==> src/hw/tcu_pkg.sv <==
`default_nettype none
package tcu_pkg;
    // Capture unit count and timer choices
    localparam int UNIT_NUM       = 4;
    localparam int TMR_NUM        = 3;
    localparam int CNT_W          = 16;

    // APB map (byte addresses), each unit takes a block of four words
    localparam logic [11:0] UNIT_STRIDE  = 12'h010;
    localparam logic [11:0] OFS_CTRL     = 12'h000;
    localparam logic [11:0] OFS_CAPSEL   = 12'h004;
    localparam logic [11:0] OFS_VAL_LOW  = 12'h008;
    localparam logic [11:0] OFS_VAL_HIGH = 12'h00C;
    localparam logic [11:0] OFS_TMR_A    = 12'h040;
    localparam logic [11:0] OFS_TMR_B    = 12'h044;
    localparam logic [11:0] OFS_IRQ_STAT = 12'h048;
    localparam logic [11:0] OFS_IRQ_CLR  = 12'h04C;
    localparam logic [11:0] OFS_IRQ_EN   = 12'h050;

    // Control register fields
    localparam int CTRL_EN_BIT    = 7;
    localparam int CTRL_OD_BIT    = 6;
    localparam int CTRL_MODE_LSB  = 0;
    localparam int CTRL_MODE_W    = 4;
    localparam int CAPSEL_W       = 3;
    localparam logic [7:0] CTRL_RST = 8'h00;

    // Capture edge mode encodings
    localparam logic [3:0] MODE_EDGE_ANY  = 4'h3;
    localparam logic [3:0] MODE_FALL      = 4'h4;
    localparam logic [3:0] MODE_RISE      = 4'h5;
    localparam logic [3:0] MODE_RISE_4TH  = 4'h6;
    localparam logic [3:0] MODE_RISE_16TH = 4'h7;
    localparam logic [3:0] PRESC_4_LAST   = 4'h3;
    localparam logic [3:0] PRESC_16_LAST  = 4'hF;

    typedef struct packed {
        logic       enable;
        logic       open_drain;
        logic [3:0] mode;
        logic [2:0] src_sel;
        logic [1:0] tmr_sel;
    } tcu_cfg_t;
endpackage : tcu_pkg
`default_nettype wire

==> src/hw/tcu_sync.sv <==
`default_nettype none
module tcu_sync (
    input  wire logic ref_clk_in,
    input  wire logic rst_b_in,
    input  wire logic async_in,
    output var  logic sync_out
);
    logic stage_ff;

    always_ff @(posedge ref_clk_in or negedge rst_b_in) begin
        if (!rst_b_in) begin
            stage_ff <= 1'b0;
            sync_out <= 1'b0;
        end else begin
            stage_ff <= async_in;
            sync_out <= stage_ff;
        end
    end
endmodule : tcu_sync
`default_nettype wire

==> src/hw/tcu_unit.sv <==
`default_nettype none
module tcu_unit #(
    parameter logic [3:0] MODE_EDGE_ANY  = tcu_pkg::MODE_EDGE_ANY,
    parameter logic [3:0] MODE_FALL      = tcu_pkg::MODE_FALL,
    parameter logic [3:0] MODE_RISE      = tcu_pkg::MODE_RISE,
    parameter logic [3:0] MODE_RISE_4TH  = tcu_pkg::MODE_RISE_4TH,
    parameter logic [3:0] MODE_RISE_16TH = tcu_pkg::MODE_RISE_16TH
) (
    input  wire logic             ref_clk_in,
    input  wire logic             rst_b_in,
    input  wire tcu_pkg::tcu_cfg_t cfg_in,
    input  wire logic [7:0]       trig_src_in,
    input  wire logic [15:0]      timer_in,
    output var  logic [15:0]      value_out,
    output var  logic             capture_out
);
    // ==========================================================
    // Trigger synchronisation and edge detection
    logic trig_sync;
    logic trig_prev_ff;
    logic rise;
    logic fall;
    logic [3:0] presc_ff;
    logic cap_mode;
    logic hit;

    tcu_sync u_sync (
        .ref_clk_in (ref_clk_in),
        .rst_b_in   (rst_b_in),
        .async_in   (trig_src_in[cfg_in.src_sel]),
        .sync_out   (trig_sync)
    );

    always_ff @(posedge ref_clk_in or negedge rst_b_in) begin
        if (!rst_b_in) begin
            trig_prev_ff <= 1'b0;
        end else begin
            trig_prev_ff <= trig_sync;
        end
    end

    assign rise = trig_sync & ~trig_prev_ff;
    assign fall = ~trig_sync & trig_prev_ff;
    assign cap_mode = cfg_in.enable && (cfg_in.mode == MODE_EDGE_ANY || cfg_in.mode == MODE_FALL
        || cfg_in.mode == MODE_RISE || cfg_in.mode == MODE_RISE_4TH
        || cfg_in.mode == MODE_RISE_16TH);

    // ==========================================================
    // Event qualification
    always_comb begin
        hit = 1'b0;
        if (cap_mode) begin
            if (cfg_in.mode == MODE_EDGE_ANY) begin
                hit = rise | fall;
            end else if (cfg_in.mode == MODE_FALL) begin
                hit = fall;
            end else if (cfg_in.mode == MODE_RISE) begin
                hit = rise;
            end else if (cfg_in.mode == MODE_RISE_4TH) begin
                hit = rise && presc_ff[1:0] == tcu_pkg::PRESC_4_LAST[1:0];
            end else begin
                hit = rise && presc_ff == tcu_pkg::PRESC_16_LAST;
            end
        end
    end

    // Prescaler survives a mode change within capture, so a switch may fire early
    always_ff @(posedge ref_clk_in or negedge rst_b_in) begin
        if (!rst_b_in) begin
            presc_ff <= 4'h0;
        end else if (!cap_mode) begin
            presc_ff <= 4'h0;
        end else if (rise) begin
            presc_ff <= presc_ff + 4'h1;
        end
    end

    always_ff @(posedge ref_clk_in or negedge rst_b_in) begin
        if (!rst_b_in) begin
            value_out   <= 16'h0000;
            capture_out <= 1'b0;
        end else begin
            capture_out <= hit;
            if (hit) begin
                value_out <= timer_in;
            end
        end
    end
endmodule : tcu_unit
`default_nettype wire

==> src/hw/tcu_top.sv <==
// Decided for this implementation: register access over APB and the address map.
`default_nettype none
module tcu_top #(
    parameter logic [3:0] MODE_EDGE_ANY  = tcu_pkg::MODE_EDGE_ANY,
    parameter logic [3:0] MODE_FALL      = tcu_pkg::MODE_FALL,
    parameter logic [3:0] MODE_RISE      = tcu_pkg::MODE_RISE,
    parameter logic [3:0] MODE_RISE_4TH  = tcu_pkg::MODE_RISE_4TH,
    parameter logic [3:0] MODE_RISE_16TH = tcu_pkg::MODE_RISE_16TH
) (
    input  wire logic        ref_clk_in,
    input  wire logic        rst_b_in,
    input  wire logic        psel_in,
    input  wire logic        penable_in,
    input  wire logic        pwrite_in,
    input  wire logic [11:0] paddr_in,
    input  wire logic [31:0] pwdata_in,
    input  wire logic [3:0]  pstrb_in,
    output var  logic [31:0] prdata_out,
    output var  logic        pready_out,
    output var  logic        pslverr_out,
    input  wire logic [3:0]  trig_pin_in,
    input  wire logic [3:0]  comparator_one_output_in,
    input  wire logic [3:0]  comparator_two_output_in,
    input  wire logic [3:0]  pin_change_event_in,
    input  wire logic [3:0]  logic_cell_outputs_in,
    input  wire logic [15:0] odd_timer1_in,
    input  wire logic [15:0] odd_timer3_in,
    input  wire logic [15:0] odd_timer5_in,
    output var  logic [3:0]  open_drain_out,
    output var  logic        irq_out
);
    // ==========================================================
    // Registers
    tcu_pkg::tcu_cfg_t cfg [tcu_pkg::UNIT_NUM];
    logic [7:0]  ctrl_ff     [tcu_pkg::UNIT_NUM];
    logic [2:0]  capsel_ff   [tcu_pkg::UNIT_NUM];
    logic [15:0] value       [tcu_pkg::UNIT_NUM];
    logic [3:0]  cap_evt;
    logic [7:0]  tmr_assign_ff;
    logic [3:0]  irq_stat_ff;
    logic [3:0]  irq_en_ff;
    logic [15:0] odd_timers  [tcu_pkg::TMR_NUM];
    logic        wr_acc;
    logic        rd_acc;
    logic [31:0] nxt_prdata;
    logic        nxt_slverr;

    assign odd_timers[0] = odd_timer1_in;
    assign odd_timers[1] = odd_timer3_in;
    assign odd_timers[2] = odd_timer5_in;
    assign wr_acc = psel_in && penable_in && pwrite_in && pready_out;
    assign rd_acc = psel_in && !penable_in && !pwrite_in;

    function automatic logic unit_hit(input logic [11:0] addr, input int u,
                                      input logic [11:0] ofs);
        unit_hit = addr == 12'(u * 16) + ofs;
    endfunction : unit_hit

    // ==========================================================
    // Capture units
    for (genvar u = 0; u < tcu_pkg::UNIT_NUM; u++) begin : g_unit
        logic [1:0] tsel;
        assign tsel = tmr_assign_ff[2*u +: 2];
        assign cfg[u].enable     = ctrl_ff[u][tcu_pkg::CTRL_EN_BIT];
        assign cfg[u].open_drain = ctrl_ff[u][tcu_pkg::CTRL_OD_BIT];
        assign cfg[u].mode       = ctrl_ff[u][tcu_pkg::CTRL_MODE_LSB +: tcu_pkg::CTRL_MODE_W];
        assign cfg[u].src_sel    = capsel_ff[u];
        assign cfg[u].tmr_sel    = tsel;

        tcu_unit #(
            .MODE_EDGE_ANY  (MODE_EDGE_ANY),
            .MODE_FALL      (MODE_FALL),
            .MODE_RISE      (MODE_RISE),
            .MODE_RISE_4TH  (MODE_RISE_4TH),
            .MODE_RISE_16TH (MODE_RISE_16TH)
        ) u_unit (
            .ref_clk_in  (ref_clk_in),
            .rst_b_in    (rst_b_in),
            .cfg_in      (cfg[u]),
            .trig_src_in ({logic_cell_outputs_in, pin_change_event_in[u],
                           comparator_two_output_in[u], comparator_one_output_in[u],
                           trig_pin_in[u]}),
            .timer_in    ((tsel < 2'd3) ? odd_timers[tsel] : odd_timers[0]),
            .value_out   (value[u]),
            .capture_out (cap_evt[u])
        );
    end

    // ==========================================================
    // Register writes
    always_ff @(posedge ref_clk_in or negedge rst_b_in) begin
        if (!rst_b_in) begin
            for (int u = 0; u < tcu_pkg::UNIT_NUM; u++) begin
                ctrl_ff[u]   <= tcu_pkg::CTRL_RST;
                capsel_ff[u] <= 3'h0;
            end
            tmr_assign_ff <= 8'h00;
            irq_en_ff     <= 4'h0;
        end else if (wr_acc && pstrb_in[0]) begin
            for (int u = 0; u < tcu_pkg::UNIT_NUM; u++) begin
                if (unit_hit(paddr_in, u, tcu_pkg::OFS_CTRL)) begin
                    ctrl_ff[u] <= pwdata_in[7:0];
                end
                if (unit_hit(paddr_in, u, tcu_pkg::OFS_CAPSEL)) begin
                    capsel_ff[u] <= pwdata_in[2:0];
                end
            end
            if (paddr_in == tcu_pkg::OFS_TMR_A) begin
                tmr_assign_ff <= pwdata_in[7:0];
            end
            if (paddr_in == tcu_pkg::OFS_IRQ_EN) begin
                irq_en_ff <= pwdata_in[3:0];
            end
        end
    end

    // Hardware set wins over a same-cycle software clear
    always_ff @(posedge ref_clk_in or negedge rst_b_in) begin
        if (!rst_b_in) begin
            irq_stat_ff <= 4'h0;
        end else if (wr_acc && pstrb_in[0] && paddr_in == tcu_pkg::OFS_IRQ_CLR) begin
            irq_stat_ff <= (irq_stat_ff & ~pwdata_in[3:0]) | cap_evt;
        end else begin
            irq_stat_ff <= irq_stat_ff | cap_evt;
        end
    end

    always_ff @(posedge ref_clk_in or negedge rst_b_in) begin
        if (!rst_b_in) begin
            irq_out        <= 1'b0;
            open_drain_out <= 4'h0;
        end else begin
            irq_out <= |(irq_stat_ff & irq_en_ff);
            for (int u = 0; u < tcu_pkg::UNIT_NUM; u++) begin
                open_drain_out[u] <= cfg[u].open_drain;
            end
        end
    end

    // ==========================================================
    // Read path: data latched in setup, answered one cycle later
    always_comb begin
        nxt_prdata = 32'h0000_0000;
        nxt_slverr = 1'b1;
        for (int u = 0; u < tcu_pkg::UNIT_NUM; u++) begin
            if (unit_hit(paddr_in, u, tcu_pkg::OFS_CTRL)) begin
                nxt_prdata = {24'h000000, ctrl_ff[u]};
                nxt_slverr = 1'b0;
            end
            if (unit_hit(paddr_in, u, tcu_pkg::OFS_CAPSEL)) begin
                nxt_prdata = {29'h0, capsel_ff[u]};
                nxt_slverr = 1'b0;
            end
            if (unit_hit(paddr_in, u, tcu_pkg::OFS_VAL_LOW)) begin
                nxt_prdata = {24'h000000, value[u][7:0]};
                nxt_slverr = 1'b0;
            end
            if (unit_hit(paddr_in, u, tcu_pkg::OFS_VAL_HIGH)) begin
                nxt_prdata = {24'h000000, value[u][15:8]};
                nxt_slverr = 1'b0;
            end
        end
        if (paddr_in == tcu_pkg::OFS_TMR_A) begin
            nxt_prdata = {24'h000000, tmr_assign_ff};
            nxt_slverr = 1'b0;
        end
        if (paddr_in == tcu_pkg::OFS_TMR_B || paddr_in == tcu_pkg::OFS_IRQ_CLR) begin
            nxt_slverr = 1'b0;
        end
        if (paddr_in == tcu_pkg::OFS_IRQ_STAT) begin
            nxt_prdata = {28'h0, irq_stat_ff};
            nxt_slverr = 1'b0;
        end
        if (paddr_in == tcu_pkg::OFS_IRQ_EN) begin
            nxt_prdata = {28'h0, irq_en_ff};
            nxt_slverr = 1'b0;
        end
    end

    always_ff @(posedge ref_clk_in or negedge rst_b_in) begin
        if (!rst_b_in) begin
            prdata_out  <= 32'h0000_0000;
            pready_out  <= 1'b0;
            pslverr_out <= 1'b0;
        end else begin
            pready_out  <= psel_in && !penable_in;
            pslverr_out <= psel_in && !penable_in && nxt_slverr;
            if (rd_acc) begin
                prdata_out <= nxt_prdata;
            end
        end
    end
endmodule : tcu_top
`default_nettype wire

==> config.mk <==
export PLATFORM = sky130hd
export DESIGN_NAME = tcu_top
export DESIGN_NICKNAME = d
export VERILOG_FILES = /design/src/hw/tcu_pkg.sv /design/src/hw/tcu_sync.sv /design/src/hw/tcu_unit.sv /design/src/hw/tcu_top.sv
export SDC_FILE = /design/constraint.sdc
export NUM_CORES = 1
export LEC_CHECK = 0
export BUFFER_PORTS_ARGS = -buffer_cell sky130_fd_sc_hd__buf_2
export CAP_MARGIN = 20
export CORE_UTILIZATION = 55
export DETAILED_ROUTE_END_ITERATION = 6
export GPL_TIMING_DRIVEN = 0
export PLACE_DENSITY = 0.88
export SLEW_MARGIN = 20
export SYNTH_ARGS = -nofsm -noshare
export SYNTH_HDL_FRONTEND = slang
export SYNTH_HIERARCHICAL = 1
export SYNTH_SLANG_ARGS = --single-unit
==> constraint.sdc <==
create_clock -name ref_clk_in -period 2.11 [get_ports ref_clk_in]
set_input_delay 0.5275 -clock ref_clk_in [delete_from_list [all_inputs] [get_ports ref_clk_in]]
set_output_delay 0.5275 -clock ref_clk_in [all_outputs]
set_load 0.005 [all_outputs]
### After elaboration in Yosys (flattened, before gate mapping)

Index checks and enable logic that the tools add are counted.

| word-level totals | value |
|---|---|
| register bits | 195 |
| input bits | 121 |
| output and inout port bits | 39 |

| cells by class | value |
|---|---|
| add/subtract/negate cells | 4 |
| magnitude comparators | 12 |
| equality and inequality tests | 52 |
| muxes and demuxes | 92 |
| bitwise gates (word level) | 29 |
| reduce and logical (&&, ||, !) cells | 51 |

Operators with widths:

| kind | count |
|---|---|
| $mux 32 | 18 |
| $mux 16 | 12 |
| $bmux 16 s2 | 4 |
| $eq 12x6->1 const B | 8 |
| $eq 4x3->1 const B | 16 |
| $eq 12x7->1 const B | 5 |
| $eq 12x5->1 const B | 4 |
| $mux 1 | 44 |
| $mux 4 | 9 |
| $eq 12x4->1 const B | 2 |
| $logic_and 1x1->1 | 20 |
| $reduce_and 2->1 | 10 |
| $logic_or 1x1->1 | 17 |
| $add 4x1->4 const B | 4 |
| $eq 4x2->1 const B | 4 |
| $eq 4x4->1 const B | 4 |
| $lt 3x4->1 const B | 4 |
| $bmux 1 s3 | 4 |
| $eq 12x3->1 const B | 1 |
| $ge 3x3->1 const B | 4 |
| $logic_not 12->1 | 1 |
| $not 2->3 | 4 |
| $and 1x1->1 | 8 |
| $and 4x4->4 | 2 |
| 10 further kinds | 31 |

### Depth between registers and ports, before layout

| logic depth | value |
|---|---|
| word-level depth | 22 |
| depth in mapped cells | 9 |
| mapped depth without buffers | 6 |

### Cells and area by module

The synthesis kept the hierarchy.

By module, submodules not included:

| module | instances | cells an instance | area each (µm²) | seq. area each (µm²) |
|---|---|---|---|---|
| tcu_top | 1 | 768 | 6713.9 | 1876.8 |
| tcu_unit | 4 | 73 | 1039.7 | 550.5 |
| tcu_sync | 4 | 2 | 50.0 | 50.0 |

### Worst setup path after synthesis

OpenSTA, ideal clock, no wires.

| path | value |
|---|---|
| kind | input -> register |
| start | input paddr_in[11] |
| end | register capsel_ff[10] (netlist name) |
| library setup time | 0.125 ns |
| arrival time | 2.038 ns |
| setup slack | -0.053 ns |
| stages on the path | 5 |
| path buffers | 1 |
| cells stage by stage | nor4_2 > nand2_1 > buf_2 > nor3_1 > mux2_2 |

| on the way | value |
|---|---|
| cells in the longest elaborated chain, start to end | 2 |

Ends and longest elaborated chain:

| item | RTL line | source |
|---|---|---|
| start, declared | tcu_top.sv:15 | `input wire logic [11:0] paddr_in,` |
| $eq 12x3->1 | tcu_top.sv:56 | `unit_hit = addr == 12'(u * 16) + ofs;` |
| $reduce_and 2->1 (no source line) | - |  |
| end signal, assigned by index | tcu_top.sv:105 | `capsel_ff[u] <= pwdata_in[2:0];` |
| end, declared | tcu_top.sv:36 | `logic [2:0] capsel_ff [tcu_pkg::UNIT_NUM];` |

No other way between the ends.
A chain may end at the register's enable or synchronous reset.

### Final worst setup path

| path | value |
|---|---|
| start | input paddr_in[2] |
| end | register prdata_out[0] |

| on the way | value |
|---|---|
| cells in the longest elaborated chain, start to end | 20 |
| elaborated cells between the ends (all ways) | 38 |
| those cells by class | 18 x eq/ne; 19 x mux; 1 x reduce/logical |

Ends and longest elaborated chain:

| item | RTL line | source |
|---|---|---|
| $logic_not 12->1 | tcu_top.sv:56 |  |
| $mux 8 | tcu_top.sv:146 | `if (unit_hit(paddr_in, u, tcu_pkg::OFS_CTRL)) begin` |
| $mux 32 | tcu_top.sv:150 | `if (unit_hit(paddr_in, u, tcu_pkg::OFS_CAPSEL)) begin` |
| $mux 32 | tcu_top.sv:154 | `if (unit_hit(paddr_in, u, tcu_pkg::OFS_VAL_LOW)) begin` |
| $mux 32 | tcu_top.sv:158 | `if (unit_hit(paddr_in, u, tcu_pkg::OFS_VAL_HIGH)) begin` |
| $mux 32 | tcu_top.sv:146 |  |
| $mux 32 | tcu_top.sv:150 |  |
| $mux 32 | tcu_top.sv:154 |  |
| [... 4 more ...] | - |  |
| $mux 32 | tcu_top.sv:158 |  |
| $mux 32 | tcu_top.sv:146 |  |
| $mux 32 | tcu_top.sv:150 |  |
| $mux 32 | tcu_top.sv:154 |  |
| $mux 32 | tcu_top.sv:158 |  |
| $mux 32 | tcu_top.sv:163 | `if (paddr_in == tcu_pkg::OFS_TMR_A) begin` |
| $mux 32 | tcu_top.sv:170 | `if (paddr_in == tcu_pkg::OFS_IRQ_STAT) begin` |
| $mux 32 (*) | tcu_top.sv:174 | `if (paddr_in == tcu_pkg::OFS_IRQ_EN) begin` |
| end signal, assigned | tcu_top.sv:189 | `prdata_out <= nxt_prdata;` |
| end, declared | tcu_top.sv:18 | `output var logic [31:0] prdata_out,` |

Every way passes the cells marked *; elsewhere a longest branch is shown, timed or not.

==> out/results.ini <==
[finish]
layout_commonest_cell=dfrtp_1
regArea_um2=4280
nets=1366
layout_common_cells=dfrtp_1 (171), mux2_2 (129), buf_2 (120)
multiInputGateArea_um2=6370
fill_cells=1502
final_util=0.659
drive_gt1_frac=0.320
antenna_cells=0
fin_area_um2=12900
area_delta_synth_final_pct=16.6

[detailed_routing]
wl_met1_um=15400
drt_iter0_markers=1091
final_antenna_net_count=0
firstDrtPassIters=6
drc=0
wl_um=36600
drt-vias-per-instance=6.47
top_layer=met5
wl_per_cell_um=24.2
wl_met3_um=3440
met2_length_um=15900
vias=9772

[pwr]
powerDensity_nw_per_um2=585
combinationalPowerShare=0.119
clockPowerShare=0.427
pwr-share-seq=0.453
leakage_nw=5.60
peakVddDrop_mv=0.336
intPower_w=0.00553
fin_total_pwr_w=0.00756
power.switching_w=0.00202
swShare=0.268

[clock_tree]
cts_tree=built
clock-sinks=171
root_buffer=clkbuf_16
cts_inserted_buffers=17
clkTransAtPathRegs_ns=0.07
clk_path_buf_depth=2
clk_latency_ns=0.44
htree_levels=4

[setup_path]
end_kind=flip-flop
worstPathArrival_ns=2.42
r2r_slack_ns=0.06
worstPathRequired_ns=2.43
slowest_delay_ns=0.36
reg2reg_from=g_unit[2].u_unit/u_sync/sync_out
crit_chain=buf_2 -> clkbuf_4 -> buf_4 -> mux2_2 -> nand2_1 -> a21oi_1 -> o211ai_1 -> o21ai_1 -> a221o_1
critPathKind=primary input to flip-flop
crit_slowest_cell=mux2_2
r2r_end=g_unit[2].u_unit/value_out[12]
reg2reg_depth=6
crit_fanout=10
critPathLaunch=paddr_in[2]
crit_path_start_kind=primary input

[placed_design]
numPortBuffers=107
place_area_um2=12100
finalWeightedCongestion=1.04
place_ws_ns=-0.699
dpl.hpwl_um=26900

[synth]
synthFlopType=dfrtp_1
synth_seq_cells=171
yosys.area.top_type=dfrtp_1
yosys.area.top_type_share=0.386
netlist_area_um2=11100
ys_async_sr_fraction=1.00
synth_edf_count=0
yosysSeqAreaShare=0.386
synthDistinctLibCells=75
yosys_warnings=6
syn_avg_cell_area_um2=10.4
netlist_top_cells_area=dfrtp_1 (39%), mux2_2 (13%), mux2i_1 (7.6%)
netlist_instances=1068

[run]
maxCapViolations=0

[timing]
setup_slack_ns=0.00832
period_share=0.996
fin_worst_skew_ns=0.00808
hold_violations=0
setup_viol=0
fmax_ghz=0.476
maxSlewViolCount=0
max_slew_margin=0.444
tightest_slew_ns=0.834
finalCriticalPeriod_ns=2.10

[min_path]
hold_path_class=primary input to async pin

[grt]
grt_pass1_wl_um=54900
grt_usage=0.363
grt_pass1_vias=9227
grt_max_degree=98
grt_overflow=0
antenna_found_initial=1

[run_status]
status=finished clean

[floorplanning]
start_util=0.565
fp-row-count=51
io_pins=160
die_h_um=144
dieArea_um2=20700
design.core.area_um2=19600
die_x_um=144

==> cells in the mapped netlist (8+ instances only) <==
| cell type | instances |
|---|---|
| o22ai_1 | 11 |
| nor3_1 | 19 |
| inv_1 | 17 |
| buf_4 | 24 |
| nand2b_1 | 15 |
| buf_2 | 20 |
| nor2_1 | 42 |
| nand3_1 | 11 |
| mux4_2 | 10 |
| clkbuf_1 | 42 |
| a31oi_1 | 9 |
| nand2_1 | 39 |
| o21ai_0 | 29 |
| mux2i_1 | 84 |
| a211oi_1 | 67 |
| a21oi_1 | 92 |
| ha_1 | 12 |
| nor2b_1 | 66 |
| xor2_1 | 8 |
| o211ai_1 | 8 |
| dfrtp_1 | 171 |
| mux2_2 | 130 |
==> cell families after synthesis <==
family	synth area share
multiplexers	0.228
other	0.000339
adder cells (fa/ha/maj)	0.0136
AND/OR/NAND/NOR	0.142
XOR/XNOR	0.0103
AO/OA/AOI/OAI	0.166
flip-flops	0.386
buffers and inverters	0.0528
==> power by group through the flow <==
stage / clock [W] / combinational, W / sequential [W]
after floorplan: 0 / 0.000448 / 0.00346
after global placement: 0 / 0.000830 / 0.00348
after detailed placement: 0 / 0.000853 / 0.00348
after CTS: 0.00323 / 0.000865 / 0.00342
after global routing: 0.00338 / 0.000962 / 0.00343
final: 0.00323 / 0.000900 / 0.00343
==> critical path, delay by kind of cell <==
family                 cells  cell delay, ns
AND/OR/NAND/NOR            1            0.07
multiplexers               1            0.36
AO/OA/AOI/OAI              4            0.91
buffers and inverters      3            0.54
==> flip-flops by register name, indices dropped and copies added (netlist names), 8 cells and up <==
name,flops
g_unit.u_unit/value_out,64
cfg,24
g_unit.u_unit/presc_ff,16
capsel_ff,12
ctrl_ff,8
prdata_out,8
tmr_assign_ff,8
==> area by class of cell <==
cell class              instances  share of cell area
well taps                     265              0.0257
clock inverters                13              0.0120
repair buffers                123              0.0544
flip-flops and latches        171               0.331
multi-input cells             805               0.493
plain buffers                  97              0.0437
clock buffers                  19              0.0343
inverters                      18             0.00533
==> worst max-delay path by stage <==
stage | end | cells after the start
floorplan | capsel_ff[10] | 5
global placement | g_unit[3].u_unit/u_sync/sync_out | 1
detailed placement | cfg[27] | 6
CTS | irq_stat_ff[3] | 7
global route | prdata_out[1] | 9
finish | prdata_out[0] | 9
==> through the flow <==
stage / cells / TNS, ns / hold WS, ns
after floorplan: 1091 / -0.516 / 0.232
after global placement: 1463 / -374.96 / 0.340
after detailed placement: 1464 / -38.11 / 0.336
after CTS: 1505 / -0.0177 / 0.0681
after global routing: 1511 / -0.00705 / 0.0841
final: 1511 / 0 / 0.0400
==> per-layer routing <==
layer  global-route usage  up-vias
li1                     -     4246
met4                0.174        2
met1                0.495     4762
met2                0.548      640
met3               0.0773      122
met5                    0        -
==> what timing repair did <==
item,in CTS,in global routing
buffers inserted,9,6
gates resized for setup,22,26
pin swaps,7,3
hold buffers,0,0
endpoints found under the setup margin,105,93
No activity file was read; power rests on OpenSTA's default activity.
